**src/include/ttpc_pkg.sv**
```systemverilog
// ttpc_pkg: register map, field layout, timing constants and protocol states of the protocol core
package ttpc_pkg;
  localparam int ADDR_W = 8;
  localparam int CLK_NS = 10;
  localparam int WAKE_LOW_NS = 6000;
  localparam int WAKE_IDLE_NS = 18000;
  localparam int WAKE_LOW_CYC = (WAKE_LOW_NS + CLK_NS - 1) / CLK_NS;
  localparam int WAKE_IDLE_CYC = (WAKE_IDLE_NS + CLK_NS - 1) / CLK_NS;
  localparam int SYNC_NODE_LIMIT = 16;
  localparam logic [15:0] IDLE_MIN = 16'h0004;
  localparam logic [7:0] OFS_CTRL = 8'h00;
  localparam logic [7:0] OFS_CMD = 8'h04;
  localparam logic [7:0] OFS_STATUS = 8'h08;
  localparam logic [7:0] OFS_IDLE = 8'h0C;
  localparam logic [7:0] OFS_OFFS_LIM = 8'h10;
  localparam logic [7:0] OFS_RATE_LIM = 8'h14;
  localparam logic [7:0] OFS_EXT_OFFS = 8'h18;
  localparam logic [7:0] OFS_EXT_RATE = 8'h1C;
  localparam logic [7:0] OFS_FID_FILT = 8'h20;
  localparam logic [7:0] OFS_CYC_FILT = 8'h24;
  localparam logic [7:0] OFS_MID_FILT = 8'h28;
  localparam logic [7:0] OFS_MT = 8'h2C;
  localparam logic [7:0] OFS_TIMER = 8'h30;
  localparam logic [7:0] OFS_IRQ_STAT = 8'h34;
  localparam logic [7:0] OFS_IRQ_MASK = 8'h38;
  localparam logic [7:0] OFS_CORR = 8'h3C;
  localparam logic [7:0] OFS_MEAS_SEL = 8'h40;
  localparam logic [7:0] OFS_MEAS_DATA = 8'h44;
  localparam int CTRL_INHIBIT = 0;
  localparam int CTRL_WAKE_A = 1;
  localparam int CTRL_WAKE_B = 2;
  localparam int CTRL_FIFO = 3;
  localparam int CTRL_REP_LSB = 4;
  localparam int CTRL_ATT_LSB = 8;
  localparam logic [11:0] CTRL_RST = 12'h822;
  localparam logic [15:0] IDLE_RST = 16'h0010;
  localparam logic [15:0] LIM_RST = 16'h0100;
  localparam int IRQ_TIMER = 0;
  localparam int IRQ_ERR = 1;
  localparam int IRQ_WAKE = 2;
  localparam int IRQ_RX = 3;
  localparam logic [2:0] CMD_CONFIG = 3'h1;
  localparam logic [2:0] CMD_READY = 3'h2;
  localparam logic [2:0] CMD_WAKEUP = 3'h3;
  localparam logic [2:0] CMD_RUN = 3'h4;
  typedef enum logic [2:0] {
    ST_PROT_RESET, ST_CONFIG, ST_READY, ST_WAKE_SEND,
    ST_CS_LISTEN, ST_INT_LISTEN, ST_INIT_SCHED, ST_NORMAL
  } ttpc_state_e;
endpackage

```
**src/core/ttpc_core.sv**
```systemverilog
// ttpc_core: protocol operation control, clock-sync bookkeeping, receive filtering and APB registers
//
// The register offsets and register access over APB were decided locally.
`timescale 1ns/1ns
module ttpc_core #(
  parameter int MEAS_W = 16
) (
  input wire logic i_mclk,
  input wire logic i_srst,
  input wire logic i_psel,
  input wire logic i_penable,
  input wire logic i_pwrite,
  input wire logic [ttpc_pkg::ADDR_W-1:0] i_paddr,
  input wire logic [31:0] i_pwdata,
  input wire logic i_cycle_start,
  input wire logic i_cycle_odd,
  input wire logic i_nit_start,
  input wire logic i_mt_tick,
  input wire logic i_mt_reset,
  input wire logic i_rx_valid,
  input wire logic i_rx_chan,
  input wire logic i_rx_startup_ind,
  input wire logic i_rx_sync_ind,
  input wire logic i_rx_null_ind,
  input wire logic [10:0] i_rx_frame_id,
  input wire logic [5:0] i_rx_cycle,
  input wire logic [15:0] i_rx_msg_id,
  input wire logic [31:0] i_rx_data,
  input wire logic i_meas_valid,
  input wire logic [MEAS_W-1:0] i_meas_value,
  input wire logic i_coldstart_fail,
  input wire logic i_integrated,
  input wire logic i_corr_calc,
  input wire logic [15:0] i_offs_raw,
  input wire logic [15:0] i_rate_raw,
  output logic [31:0] o_prdata,
  output logic o_pready,
  output logic o_pslverr,
  output logic o_irq,
  output logic o_wake_tx_a,
  output logic o_wake_tx_b,
  output logic o_rx_buf_we,
  output logic o_rx_fifo_we,
  output logic [10:0] o_rx_frame_id,
  output logic [31:0] o_rx_data,
  output logic [15:0] o_offs_corr,
  output logic [15:0] o_rate_corr,
  output logic [15:0] o_idle_len,
  output logic o_coldstart_inhibit,
  output ttpc_pkg::ttpc_state_e o_state
);
  import ttpc_pkg::*;

  if (MEAS_W < 8 || MEAS_W > 32) begin : g_bad_width
    $error("ttpc_core: MEAS_W must lie in 8..32");
  end

  function automatic logic fmatch(input logic [15:0] v, input logic [15:0] val, input logic [15:0] mask);
    return ((v ^ val) & mask) == 16'h0000;
  endfunction

  // symmetric saturation against a positive limit
  function automatic logic [15:0] lim_chk(input logic [15:0] raw, input logic [15:0] lim);
    if ($signed(raw) > $signed(lim)) begin
      return lim;
    end else if ($signed(raw) < -$signed(lim)) begin
      return 16'(-$signed(lim));
    end
    return raw;
  endfunction

  ttpc_state_e state, next_state;
  logic wake_ch_a, wake_ch_b, fifo_route;
  logic [3:0] wake_rep, cs_att_cfg, att_left, irq_stat, irq_mask, wk_rep;
  logic [15:0] offs_lim, rate_lim, ext_offs, ext_rate, mid_val, mid_mask, mt_value, timer_cmp;
  logic [10:0] fid_val, fid_mask;
  logic [5:0] cyc_val, cyc_mask;
  logic [1:0] ch_en;
  logic [4:0] meas_sel, su_cnt_a, su_cnt_b, su_max;
  logic [MEAS_W-1:0] meas [2][SYNC_NODE_LIMIT];
  logic [4:0] meas_cnt [2];
  logic [11:0] wk_cnt;
  logic wk_low, disp_hold;
  logic acc, wr_en, rd_en, mapped;
  logic [2:0] cmd;
  logic [31:0] rdata_c;
  logic wake_done, last_fail, startup_phase, rx_ok, timer_hit, corr_err, cfg_err;
  logic [3:0] irq_set;

  assign acc = i_psel & i_penable;
  assign wr_en = acc & o_pready & i_pwrite;
  assign rd_en = acc & o_pready & ~i_pwrite;
  assign cmd = (wr_en && i_paddr == OFS_CMD) ? i_pwdata[2:0] : 3'h0;
  assign su_max = (su_cnt_a > su_cnt_b) ? su_cnt_a : su_cnt_b;
  assign startup_phase = state inside {ST_CS_LISTEN, ST_INT_LISTEN, ST_INIT_SCHED};
  assign wake_done = state == ST_WAKE_SEND && !wk_low && wk_cnt == 12'(WAKE_IDLE_CYC - 1) && wk_rep <= 4'h1;
  assign last_fail = state == ST_CS_LISTEN && i_coldstart_fail && !i_integrated && att_left <= 4'h1;
  assign timer_hit = i_mt_tick && !i_mt_reset && mt_value == timer_cmp;

  // APB slave: access phase always takes two cycles, pready in the second
  always_ff @(posedge i_mclk) begin
    if (i_srst) begin
      o_pready <= 1'b0;
      o_pslverr <= 1'b0;
      o_prdata <= 32'h0000_0000;
    end else begin
      o_pready <= acc & ~o_pready;
      o_pslverr <= acc & ~o_pready & ~mapped;
      if (acc && !o_pready && !i_pwrite) begin
        o_prdata <= rdata_c;
      end
    end
  end

  always_comb begin
    mapped = 1'b1;
    rdata_c = 32'h0000_0000;
    case (i_paddr)
      OFS_CTRL: rdata_c = {20'h0_0000, cs_att_cfg, wake_rep, fifo_route, wake_ch_b, wake_ch_a, o_coldstart_inhibit};
      OFS_CMD: rdata_c = 32'h0000_0000;
      OFS_STATUS: rdata_c = {19'h0_0000, su_max, 5'h00, 3'(o_state)};
      OFS_IDLE: rdata_c = {16'h0000, o_idle_len};
      OFS_OFFS_LIM: rdata_c = {16'h0000, offs_lim};
      OFS_RATE_LIM: rdata_c = {16'h0000, rate_lim};
      OFS_EXT_OFFS: rdata_c = {16'h0000, ext_offs};
      OFS_EXT_RATE: rdata_c = {16'h0000, ext_rate};
      OFS_FID_FILT: rdata_c = {5'h00, fid_mask, 5'h00, fid_val};
      OFS_CYC_FILT: rdata_c = {14'h0000, ch_en, 2'h0, cyc_mask, 2'h0, cyc_val};
      OFS_MID_FILT: rdata_c = {mid_mask, mid_val};
      OFS_MT: rdata_c = {16'h0000, mt_value};
      OFS_TIMER: rdata_c = {16'h0000, timer_cmp};
      OFS_IRQ_STAT: rdata_c = {28'h000_0000, irq_stat};
      OFS_IRQ_MASK: rdata_c = {28'h000_0000, irq_mask};
      OFS_CORR: rdata_c = {o_rate_corr, o_offs_corr};
      OFS_MEAS_SEL: rdata_c = {27'h000_0000, meas_sel};
      OFS_MEAS_DATA: rdata_c = 32'(meas[meas_sel[4]][meas_sel[3:0]]);
      default: mapped = 1'b0;
    endcase
  end

  // configuration registers
  always_ff @(posedge i_mclk) begin
    cfg_err <= 1'b0;
    if (i_srst) begin
      {cs_att_cfg, wake_rep, fifo_route, wake_ch_b, wake_ch_a, o_coldstart_inhibit} <= CTRL_RST;
      o_idle_len <= IDLE_RST;
      offs_lim <= LIM_RST;
      rate_lim <= LIM_RST;
      ext_offs <= 16'h0000;
      ext_rate <= 16'h0000;
      {fid_mask, fid_val} <= 22'h00_0000;
      {ch_en, cyc_mask, cyc_val} <= 14'h3000;
      {mid_mask, mid_val} <= 32'h0000_0000;
      timer_cmp <= 16'h0000;
      irq_mask <= 4'h0;
      meas_sel <= 5'h00;
    end else if (wr_en) begin
      case (i_paddr)
        OFS_CTRL: begin
          cs_att_cfg <= i_pwdata[CTRL_ATT_LSB +: 4];
          wake_rep <= i_pwdata[CTRL_REP_LSB +: 4];
          fifo_route <= i_pwdata[CTRL_FIFO];
          wake_ch_b <= i_pwdata[CTRL_WAKE_B];
          wake_ch_a <= i_pwdata[CTRL_WAKE_A];
          // a clear only sticks while still in the protocol reset state
          if (state == ST_PROT_RESET) begin
            o_coldstart_inhibit <= i_pwdata[CTRL_INHIBIT];
          end else begin
            o_coldstart_inhibit <= o_coldstart_inhibit | i_pwdata[CTRL_INHIBIT];
          end
        end
        OFS_IDLE: begin
          if (i_pwdata[15:0] < IDLE_MIN) begin
            cfg_err <= 1'b1;
          end else begin
            o_idle_len <= i_pwdata[15:0];
          end
        end
        OFS_OFFS_LIM: offs_lim <= i_pwdata[15:0];
        OFS_RATE_LIM: rate_lim <= i_pwdata[15:0];
        OFS_EXT_OFFS: ext_offs <= i_pwdata[15:0];
        OFS_EXT_RATE: ext_rate <= i_pwdata[15:0];
        OFS_FID_FILT: {fid_mask, fid_val} <= {i_pwdata[26:16], i_pwdata[10:0]};
        OFS_CYC_FILT: {ch_en, cyc_mask, cyc_val} <= {i_pwdata[17:16], i_pwdata[13:8], i_pwdata[5:0]};
        OFS_MID_FILT: {mid_mask, mid_val} <= i_pwdata;
        OFS_TIMER: timer_cmp <= i_pwdata[15:0];
        OFS_IRQ_MASK: irq_mask <= i_pwdata[3:0];
        OFS_MEAS_SEL: meas_sel <= i_pwdata[4:0];
        default: ;
      endcase
    end
  end

  // protocol operation control; unknown commands are ignored, there is no sleep command
  always_comb begin
    next_state = state;
    case (state)
      ST_PROT_RESET: if (cmd == CMD_CONFIG) next_state = ST_CONFIG;
      ST_CONFIG: if (cmd == CMD_READY) next_state = ST_READY;
      ST_READY: begin
        if (cmd == CMD_WAKEUP) begin
          next_state = ST_WAKE_SEND;
        end else if (cmd == CMD_RUN) begin
          next_state = (o_coldstart_inhibit || cs_att_cfg == 4'h0) ? ST_INT_LISTEN : ST_CS_LISTEN;
        end else if (cmd == CMD_CONFIG) begin
          next_state = ST_CONFIG;
        end
      end
      ST_WAKE_SEND: if (wake_done) next_state = ST_CONFIG;
      ST_CS_LISTEN: begin
        if (i_integrated) begin
          next_state = ST_INIT_SCHED;
        end else if (last_fail) begin
          next_state = ST_INT_LISTEN;
        end
      end
      ST_INT_LISTEN: if (i_integrated) next_state = ST_INIT_SCHED;
      ST_INIT_SCHED: if (i_cycle_start) next_state = ST_NORMAL;
      ST_NORMAL: next_state = ST_NORMAL;
      default: next_state = ST_PROT_RESET;
    endcase
    if (cmd == CMD_CONFIG && state inside {ST_CS_LISTEN, ST_INT_LISTEN, ST_INIT_SCHED, ST_NORMAL}) begin
      next_state = ST_CONFIG;
    end
  end

  always_ff @(posedge i_mclk) begin
    if (i_srst) begin
      state <= ST_PROT_RESET;
      o_state <= ST_PROT_RESET;
      disp_hold <= 1'b0;
      att_left <= 4'h0;
    end else begin
      state <= next_state;
      // host view lags the real state by one macrotick after the last failed coldstart
      disp_hold <= last_fail | (disp_hold & ~i_mt_tick & next_state == ST_INT_LISTEN);
      o_state <= (last_fail || (disp_hold && !i_mt_tick && next_state == ST_INT_LISTEN)) ? ST_CS_LISTEN : next_state;
      if (state == ST_READY && cmd == CMD_RUN) begin
        att_left <= cs_att_cfg;
      end else if (state == ST_CS_LISTEN && i_coldstart_fail && att_left != 4'h0) begin
        att_left <= att_left - 4'h1;
      end
    end
  end

  // wakeup pattern: low phase then idle phase, repeated; transmit only, no receive path
  always_ff @(posedge i_mclk) begin
    if (i_srst) begin
      wk_cnt <= 12'h000;
      wk_rep <= 4'h0;
      wk_low <= 1'b0;
      o_wake_tx_a <= 1'b0;
      o_wake_tx_b <= 1'b0;
    end else begin
      if (state == ST_READY && cmd == CMD_WAKEUP) begin
        wk_cnt <= 12'h000;
        wk_rep <= (wake_rep == 4'h0) ? 4'h1 : wake_rep;
        wk_low <= 1'b1;
      end else if (state == ST_WAKE_SEND) begin
        if (wk_low && wk_cnt == 12'(WAKE_LOW_CYC - 1)) begin
          wk_low <= 1'b0;
          wk_cnt <= 12'h000;
        end else if (!wk_low && wk_cnt == 12'(WAKE_IDLE_CYC - 1)) begin
          wk_low <= wk_rep > 4'h1;
          wk_rep <= wk_rep - 4'h1;
          wk_cnt <= 12'h000;
        end else begin
          wk_cnt <= wk_cnt + 12'h001;
        end
      end else begin
        wk_low <= 1'b0;
      end
      o_wake_tx_a <= state == ST_WAKE_SEND && wk_low && wake_ch_a;
      o_wake_tx_b <= state == ST_WAKE_SEND && wk_low && wake_ch_b;
    end
  end

  // receive delivery; the startup indicator is only counted, never forwarded
  assign rx_ok = i_rx_valid && i_rx_null_ind && !startup_phase && ch_en[i_rx_chan]
    && fmatch({5'h00, i_rx_frame_id}, {5'h00, fid_val}, {5'h00, fid_mask})
    && fmatch({10'h000, i_rx_cycle}, {10'h000, cyc_val}, {10'h000, cyc_mask});

  always_ff @(posedge i_mclk) begin
    if (i_srst) begin
      o_rx_buf_we <= 1'b0;
      o_rx_fifo_we <= 1'b0;
      o_rx_frame_id <= 11'h000;
      o_rx_data <= 32'h0000_0000;
    end else begin
      o_rx_buf_we <= rx_ok && !fifo_route;
      o_rx_fifo_we <= rx_ok && fifo_route && fmatch(i_rx_msg_id, mid_val, mid_mask);
      if (rx_ok) begin
        o_rx_frame_id <= i_rx_frame_id;
        o_rx_data <= i_rx_data;
      end
    end
  end

  // per-channel startup frame counters, restarted every cycle
  always_ff @(posedge i_mclk) begin
    if (i_srst || i_cycle_start) begin
      su_cnt_a <= 5'h00;
      su_cnt_b <= 5'h00;
    end else if (i_rx_valid && i_rx_startup_ind && i_rx_sync_ind) begin
      if (!i_rx_chan && su_cnt_a != 5'(SYNC_NODE_LIMIT)) su_cnt_a <= su_cnt_a + 5'h01;
      if (i_rx_chan && su_cnt_b != 5'(SYNC_NODE_LIMIT)) su_cnt_b <= su_cnt_b + 5'h01;
    end
  end

  // measurement tables; clearing ahead of the cycle keeps clear and store off the same entry
  always_ff @(posedge i_mclk) begin
    if (i_srst) begin
      meas_cnt[0] <= 5'h00;
      meas_cnt[1] <= 5'h00;
      for (int i = 0; i < SYNC_NODE_LIMIT; i++) begin
        meas[0][i] <= '0;
        meas[1][i] <= '0;
      end
    end else if (i_nit_start) begin
      meas_cnt[!i_cycle_odd] <= 5'h00;
      for (int i = 0; i < SYNC_NODE_LIMIT; i++) begin
        meas[!i_cycle_odd][i] <= '0;
      end
    end else if (i_meas_valid && meas_cnt[i_cycle_odd] < 5'(SYNC_NODE_LIMIT)) begin
      meas[i_cycle_odd][meas_cnt[i_cycle_odd][3:0]] <= i_meas_value;
      meas_cnt[i_cycle_odd] <= meas_cnt[i_cycle_odd] + 5'h01;
    end
  end

  // correction terms: limit first, external term added afterwards
  assign corr_err = i_corr_calc && su_max != 5'h00
    && (lim_chk(i_offs_raw, offs_lim) != i_offs_raw || lim_chk(i_rate_raw, rate_lim) != i_rate_raw);

  always_ff @(posedge i_mclk) begin
    if (i_srst) begin
      o_offs_corr <= 16'h0000;
      o_rate_corr <= 16'h0000;
    end else if (i_corr_calc && su_max != 5'h00) begin
      o_offs_corr <= lim_chk(i_offs_raw, offs_lim) + ext_offs;
      o_rate_corr <= lim_chk(i_rate_raw, rate_lim) + ext_rate;
    end
  end

  always_ff @(posedge i_mclk) begin
    if (i_srst || i_mt_reset) begin
      mt_value <= 16'h0000;
    end else if (i_mt_tick) begin
      mt_value <= mt_value + 16'h0001;
    end
  end

  // sticky status; a read clears only the bits it returned, so a late event is not lost
  assign irq_set = {rx_ok, wake_done, corr_err | cfg_err, timer_hit};
  always_ff @(posedge i_mclk) begin
    if (i_srst) begin
      irq_stat <= 4'h0;
      o_irq <= 1'b0;
    end else begin
      irq_stat <= ((rd_en && i_paddr == OFS_IRQ_STAT) ? (irq_stat & ~o_prdata[3:0]) : irq_stat) | irq_set;
      o_irq <= |(irq_stat & irq_mask);
    end
  end
endmodule // ttpc_core

```
**config.mk**
```make
export PLATFORM = sky130hd
export DESIGN_NAME = ttpc_core
export DESIGN_NICKNAME = d
export VERILOG_FILES = /design/src/include/ttpc_pkg.sv /design/src/core/ttpc_core.sv
export SDC_FILE = /design/constraint.sdc
export NUM_CORES = 2
export LEC_CHECK = 0
export BUFFER_PORTS_ARGS = -buffer_cell sky130_fd_sc_hd__buf_2
export CORE_MARGIN = 1
export CORE_UTILIZATION = 35
export DETAILED_ROUTE_END_ITERATION = 12
export PLACE_DENSITY = 0.59
export SLEW_MARGIN = 20
export SYNTH_ARGS = -nofsm -noshare
export SYNTH_HDL_FRONTEND = slang
export SYNTH_SLANG_ARGS = --single-unit
```
**constraint.sdc**
```tcl
create_clock -name i_mclk -period 7.1 [get_ports i_mclk]
set_clock_uncertainty 0.2 [all_clocks]
set_input_delay 0.71 -clock i_mclk [delete_from_list [all_inputs] [get_ports i_mclk]]
set_output_delay 0.71 -clock i_mclk [all_outputs]
set_load 0.05 [all_outputs]
```
# Word level (Yosys, flattened, before mapping)
# Memory sizes are Yosys's and may differ from the RTL's. A register that Yosys moved wholly into a read port is not among the register bits.
# Cells that the tools add are included.
[op_classes]
order_cmp = 14
bitwise = 30
mux = 84
n_addsub = 11
n_reduce_logical = 92
n_eq_ne = 38
[op_table]
columns = ["operator", "count"]
rows = [
  ["256-bit 2-to-1 mux", 4],
  ["32-bit case mux with 17 select lines", 1],
  ["256-bit OR reduction", 2],
  ["16-bit 2-to-1 mux", 15],
  ["16-bit binary-select mux with 4-bit select", 1],
  ["16-bit demux with 4-bit select", 1],
  ["8-bit by 6-bit equality test with 1-bit output, second input constant", 8],
  ["16-bit logical NOT", 3],
  ["1-bit logical AND", 39],
  ["1-bit 2-to-1 mux", 36],
  ["3-bit 2-to-1 mux", 12],
  ["16-bit adder", 2],
  ["8-bit by 5-bit equality test with 1-bit output, second input constant", 4],
  ["16-bit greater-than comparator", 2],
  ["16-bit < comparator", 2],
  ["4-bit 2-to-1 mux", 8],
  ["16-bit inequality test", 2],
  ["16-bit negator", 2],
  ["2-bit AND reduction", 13],
  ["12-bit 2-to-1 mux", 2],
  ["3-bit case mux with 8 select lines", 1],
  ["3-bit equality test, second input constant", 6],
  ["18-bit OR reduction", 1],
  ["16-bit by 1-bit adder with 16-bit output, second input constant", 1],
  ["other kinds (50)", 101],
]
[word_totals]
input_bits = 172
ff_bits = 358
elab_cells = 317
mem_count = 2
ram_bits = 522
[memory_table]
columns = ["name", "depth", "word_bits", "rd", "rd_clocked_by_memory_dff", "write_ports", "line", "text"]
rows = [
  ["meas", 2, 256, 1, 1, 2, "ttpc_core.sv:80", "logic [MEAS_W-1:0] meas [2][SYNC_NODE_LIMIT];"],
  ["meas_cnt", 2, 5, 1, 0, 2, "ttpc_core.sv:81", "logic [4:0] meas_cnt [2];"],
]

# Longest topological paths before layout
[logic_depth]
word_depth = 15
depth_mapped = 28
mapped_depth_nobuf = 27

# Worst setup path before layout
# No wires, ideal clock.
[synth_path]
path_kind = "register -> register"
start = "register rate_lim[0]"
end = "register o_rate_corr[15]"
setup_slack_ns = 0.960
setup_ns = 0.087
synth_period_minus_slack_ns = 6.140
stages_incl_launch_ff = 28
arrival_time_ns = 5.852
path_cell_list = "dfxtp_1 > buf_6 > inv_1 > ha_1 > or4b_1 > clkbuf_1 > nor4_2 > nor2_1 > or2_2 > ha_1 > a21oi_1 > o211ai_1 > nor3_1 > a21o_1 > buf_1 > buf_1 > mux2i_1 > a22oi_1 > ha_1 > o21ai_0 > o21ai_0 > a311oi_1 > o21bai_1 > a21oi_1 > o21ai_0 > a31oi_1 > xor3_1 > o31ai_1"
[synth_via]
elab_chain_cells = 10
[synth_lines]
columns = ["element", "line", "text"]
rows = [
  ["start, declared", "ttpc_core.sv:75", "logic [15:0] offs_lim, rate_lim, ext_offs, ext_rate, mid_val, mid_mask, mt_value, timer_cmp;"],
  ["start signal, assigned", "ttpc_core.sv:180", "OFS_RATE_LIM: rate_lim <= i_pwdata[15:0];"],
  ["16-bit negator", "ttpc_core.sv:66, ttpc_core.sv:67", ""],
  ["16-bit < comparator", "ttpc_core.sv:66", "end else if ($signed(raw) < -$signed(lim)) begin"],
  ["1-bit 2-to-1 mux", "ttpc_core.sv:66", ""],
  ["1-bit 2-to-1 mux", "ttpc_core.sv:64", "if ($signed(raw) > $signed(lim)) begin"],
  ["1-bit 2-to-1 mux", "ttpc_core.sv:338", "end else if (i_corr_calc && su_max != 5'h00) begin"],
  ["1-bit 2-to-1 mux", "ttpc_core.sv:335", "if (i_srst) begin"],
  ["16-bit 2-to-1 mux (*)", "ttpc_core.sv:69", "return raw;"],
  ["16-bit 2-to-1 mux (*)", "ttpc_core.sv:338", ""],
  ["16-bit 2-to-1 mux (*)", "ttpc_core.sv:335", ""],
  ["16-bit adder (*)", "ttpc_core.sv:340", "o_rate_corr <= lim_chk(i_rate_raw, rate_lim) + ext_rate;"],
  ["end signal, assigned", "ttpc_core.sv:340", ""],
  ["end, declared", "ttpc_core.sv:47", "output logic [15:0] o_rate_corr,"],
]
# Mark *: on every way between the ends. The rest lies on a longest branch, timed or not. The select of a mux whose other input is x is not followed.
# A chain may end at the register's enable or synchronous reset.

# Final worst setup path
[layout_path]
start = "register rate_lim[1]"
end = "register o_rate_corr[15]"
# The elaborated chain is that of the path after synthesis.

==> flow_summary.toml <==
[status]
outcome = "complete, but fails checks"
violations_in_the_final_reports = "design-rule violations"

[clock_tree]
number_of_buffers_on_the_longest_clock_path = 3
clk_transition_reported_paths_ns = 0.06
clock-sinks = 881
later_pin_clock_latency_in_the_skew_report_ns = 0.72
h-tree-depth = 3
tritoncts = "done"
cts_root_buf = "sky130_fd_sc_hd__clkbuf_16"
cts_made_buffers = 96

[pwr]
sequentialPowerShare_pct = 48.9
share_clk_of_total_power_pct = 43.5
switching_power_mw = 2.88
internal_power_mw = 8.74
power_density_nw_per_um2 = 233
netSwitchingFraction_pct = 24.8
vdd.ir_drop.worst_mv = 0.179
power.static_leakage_nw = 18.1
p_comb_share_pct = 7.6

[synthesis]
synth_enable_flop_cells = 522
synth.avg_cell_area_um2 = 10.4
post_synth_num_cell_types = 90
synth_ff_type = "sky130_fd_sc_hd__edfxtp_1"
yosys_register_bits = 881
fraction_of_registers_with_async_set_reset_pct = 0
post_synth_instance_area_um2 = 43500
synthesis.instances = 4193
synth_nets = 4485
synth.yosys.seq_area_share_pct = 52.5
synth.yosys.warnings = 0

[drt]
final_wirelength_mm = 152
post_drt_wl_per_cell_um = 25.0
detail-route-antenna-nets = 0
drc_errors = 4
ratio_of_routed_vias_to_standard_cells = 5.62
drt_pass_1_iters = 11
detail_route.iter0.violations = 4681
vias = 34258

[critical_path]
worstPathCellList = "buf_4 > inv_1 > ha_1 > or4b_1 > nor4_2 > nor2_1 > or2_2 > ha_1 > a21oi_1 > o211ai_1 > nor3_1 > a21o_1 > mux2i_1 > a22oi_1 > ha_1 > o21ai_0 > o21ai_0 > a311oi_1 > o21bai_1 > a21oi_1 > o21ai_0 > a31oi_1 > xor3_1 > o31ai_1"
cp-end-kind = "flop"
critPathTopFamily = "compound AO/OA/AOI/OAI gates"
worst-r2r-cell-count = 24
slowest_delay_ns = 0.53
critPathLaunchType = "flop"
crit-reg2reg-capture = "o_rate_corr[15]$_SDFFE_PP0P_"
crit_fanout = 17
worst_path_max_delay_cell = "sky130_fd_sc_hd__or4b_1"
crit_path_start = "rate_lim[1]$_SDFFE_PP0P_"
path_class = "reg -> reg"
worst_setup_path_endpoint = "o_rate_corr[15]$_SDFFE_PP0P_"
critical_path_cell_count = 24
timing.reg2reg.setup_slack_ns = 0.56
worstReg2RegStart = "rate_lim[1]$_SDFFE_PP0P_"
worstPathArrival_ns = 6.93
crit_buf_inv = 2
worst_ep_required_ns = 7.49

[timing]
max_slew_margin_pct = 26.0
fin_setup_tns_ns = 0
finalHoldViolCount = 0
setup_viol_count_final = 0
max_freq_mhz = 153
layout_min_cycle_time_ns = 6.54
worst-slew-pin-transition_ns = 1.08
holdWs_ns = 0.0307
min_period_over_period_pct = 92.2
drv_slew = 0
unrepaired_setup_endpoints_after_global_routing = "false"

[cells_and_area]
post_layout_util_pct = 40.4
post_route_cells_drive_above_1_share_pct = 16.9
final_nets = 4671
mostFrequentLayoutCells = "sky130_fd_sc_hd__nor2_1 (777), sky130_fd_sc_hd__nand2_1 (560), sky130_fd_sc_hd__edfxtp_1 (522)"
syn2layout_area_growth_pct = 14.7
num-fill-cells = 11973
layout.cells.most_common = "sky130_fd_sc_hd__nor2_1"

[flow_run]
max_cap_violations = 0

[floorplanning]
ioPinCount = 306
design.die.area_um2 = 126000
design.core.area_um2 = 123000
die_width_um = 355
floorplan.initialDensity_pct = 35.3
die_h_um = 355
cell_row_count = 129

[placement]
place_hpwl_mm = 108
place_congestion = 0.967
port-buffer-count = 305

[global_routing]
grt_pass1_vias = 32237
largest_net_degree_at_the_start_of_global_routing = 170
initial_antenna_violation_count = 18
grt_overflow = 0
first_pass_grt_wire_length_mm = 221
grtUsageTotal_pct = 23.7

[worst_hold_path]
hold_crit_path_type = "in -> reg"
power groups by stage:
| stage | Sequential [mW] | Clock (mW) | Combinational, mW |
|---|---|---|---|
| 2_1_floorplan | 5.84 | 0 | 0.451 |
| 4_1_cts | 5.68 | 5.12 | 0.887 |
| 5_1_grt | 5.69 | 5.32 | 0.943 |
| 3_3_place_gp | 5.78 | 0 | 0.880 |
| 6_report | 5.68 | 5.05 | 0.888 |
| 3_5_place_dp | 5.79 | 0 | 0.883 |
Yosys cell counts, drive strengths merged, types with 20 or more instances:
library cell  instances  area, um2
inv                  77        289
a21oi               285       1430
nand3                71        355
nand4                41        263
mux4                160       3600
a222oi               20        200
clkbuf              274       1030
a22o                 25        219
dfxtp               359       7190
edfxtp              522      15700
nor4                 26        196
buf                  38        183
nor2                786       2960
xor2                 90        788
ha                  118       1480
a221oi               32        280
a211oi               35        268
mux2i                91        911
o21ai               109        546
nor3                 68        350
nand2               560       2100
a22oi                57        428
xnor2                68        596
cells by family (layout without fill, tap and decap cells):
| family | count (synthesis) | count (layout) | share of synthesized area (%) |
|---|---|---|---|
| simple gates | 1677 | 1677 | 16.4 |
| flops | 881 | 881 | 52.5 |
| compound gates | 713 | 713 | 10.5 |
| buf+inv | 390 | 652 | 3.45 |
| mux | 253 | 253 | 10.4 |
| xor+xnor | 159 | 159 | 3.23 |
| fa+ha+maj | 120 | 120 | 3.48 |
| other cells | 0 | 4 | 0 |
metrics by stage:
stage | worst slack, ns | instance area (um2) | power, mW | instances
finish | 0.556 | 49900 | 11.6 | 6096
CTS | 0.452 | 49900 | 11.7 | 6092
global route | 0.0377 | 49900 | 12.0 | 6094
floorplan | 0.960 | 43500 | 6.29 | 4193
detailed placement | 0.470 | 46700 | 6.67 | 5916
global placement | 0.645 | 46700 | 6.66 | 5916
worst reg2reg max path, cell delays in order, from the launching register on:
cell                       delay (ns)
sky130_fd_sc_hd__dfxtp_1         0.30
sky130_fd_sc_hd__buf_4           0.15
sky130_fd_sc_hd__inv_1           0.12
sky130_fd_sc_hd__ha_1            0.29
sky130_fd_sc_hd__or4b_1          0.53
sky130_fd_sc_hd__nor4_2          0.40
sky130_fd_sc_hd__nor2_1          0.13
sky130_fd_sc_hd__or2_2           0.33
sky130_fd_sc_hd__ha_1            0.18
sky130_fd_sc_hd__a21oi_1         0.13
sky130_fd_sc_hd__o211ai_1        0.12
sky130_fd_sc_hd__nor3_1          0.29
sky130_fd_sc_hd__a21o_1          0.53
sky130_fd_sc_hd__mux2i_1         0.26
sky130_fd_sc_hd__a22oi_1         0.08
sky130_fd_sc_hd__ha_1            0.36
sky130_fd_sc_hd__o21ai_0         0.23
sky130_fd_sc_hd__o21ai_0         0.18
sky130_fd_sc_hd__a311oi_1        0.40
sky130_fd_sc_hd__o21bai_1        0.10
sky130_fd_sc_hd__a21oi_1         0.22
sky130_fd_sc_hd__o21ai_0         0.18
sky130_fd_sc_hd__a31oi_1         0.24
sky130_fd_sc_hd__xor3_1          0.33
sky130_fd_sc_hd__o31ai_1         0.18
area by class of cell:
type,instances,area [um2],share of cell area [%]
timing repair buffer,400,2280,4.57
clock inverter,37,462,0.925
antenna,4,10.0,0.0201
multi-input combinational,2922,19200,38.5
tap,1637,2050,4.10
inverter,78,293,0.587
clock buffer,137,2710,5.44
sequential,881,22900,45.8
registers in the layout (all words and copies together), names as in the netlist, 12 cells and up, named ones only:
signal	count
o_offs_corr	16
ext_offs	16
o_rate_corr	16
rate_lim	16
offs_lim	16
ext_rate	16
o_idle_len	16
mid_mask	16
wk_cnt	12
o_prdata	32
mt_value	16
mid_val	16
timer_cmp	16
o_rx_data	32
meas	512
repair_timing:
item / 4_1_cts / 5_1_grt
gates resized for setup: 0 / 1
hold buffers: 2 / 0
endpoints found under the hold margin: 2 / 0
setup buffers: 0 / 0
setup endpoints to repair: 0 / 1
metal layers:
| layer | GRT usage [%] | vias up | routed length, um |
|---|---|---|---|
| li1 | - | 15498 | - |
| met1 | 31.3 | 16766 | 60800 |
| met2 | 38.3 | 1713 | 71300 |
| met3 | 4.08 | 277 | 13700 |
| met4 | 9.90 | 4 | 6620 |
| met5 | 0 | - | 31 |
worst min path at each step:
| stage | start | to | cells after the start |
|---|---|---|---|
| 2_1_floorplan | wake_ch_b$_SDFFE_PP0P_ | wake_ch_b$_SDFFE_PP0P_ | 2 |
| 5_1_grt | i_rx_data[8] | o_rx_data[8]$_SDFFE_PP0P_ | 3 |
| 3_5_place_dp | o_prdata[0]$_SDFFE_PP0P_ | o_prdata[0]$_SDFFE_PP0P_ | 2 |
| 6_report | i_rx_data[0] | o_rx_data[0]$_SDFFE_PP0P_ | 3 |
| 3_3_place_gp | fid_mask[0]$_SDFFE_PP0P_ | fid_mask[0]$_SDFFE_PP0P_ | 2 |
| 4_1_cts | i_rx_data[17] | o_rx_data[17]$_SDFFE_PP0P_ | 3 |
(Power assumes the default switching activity.)
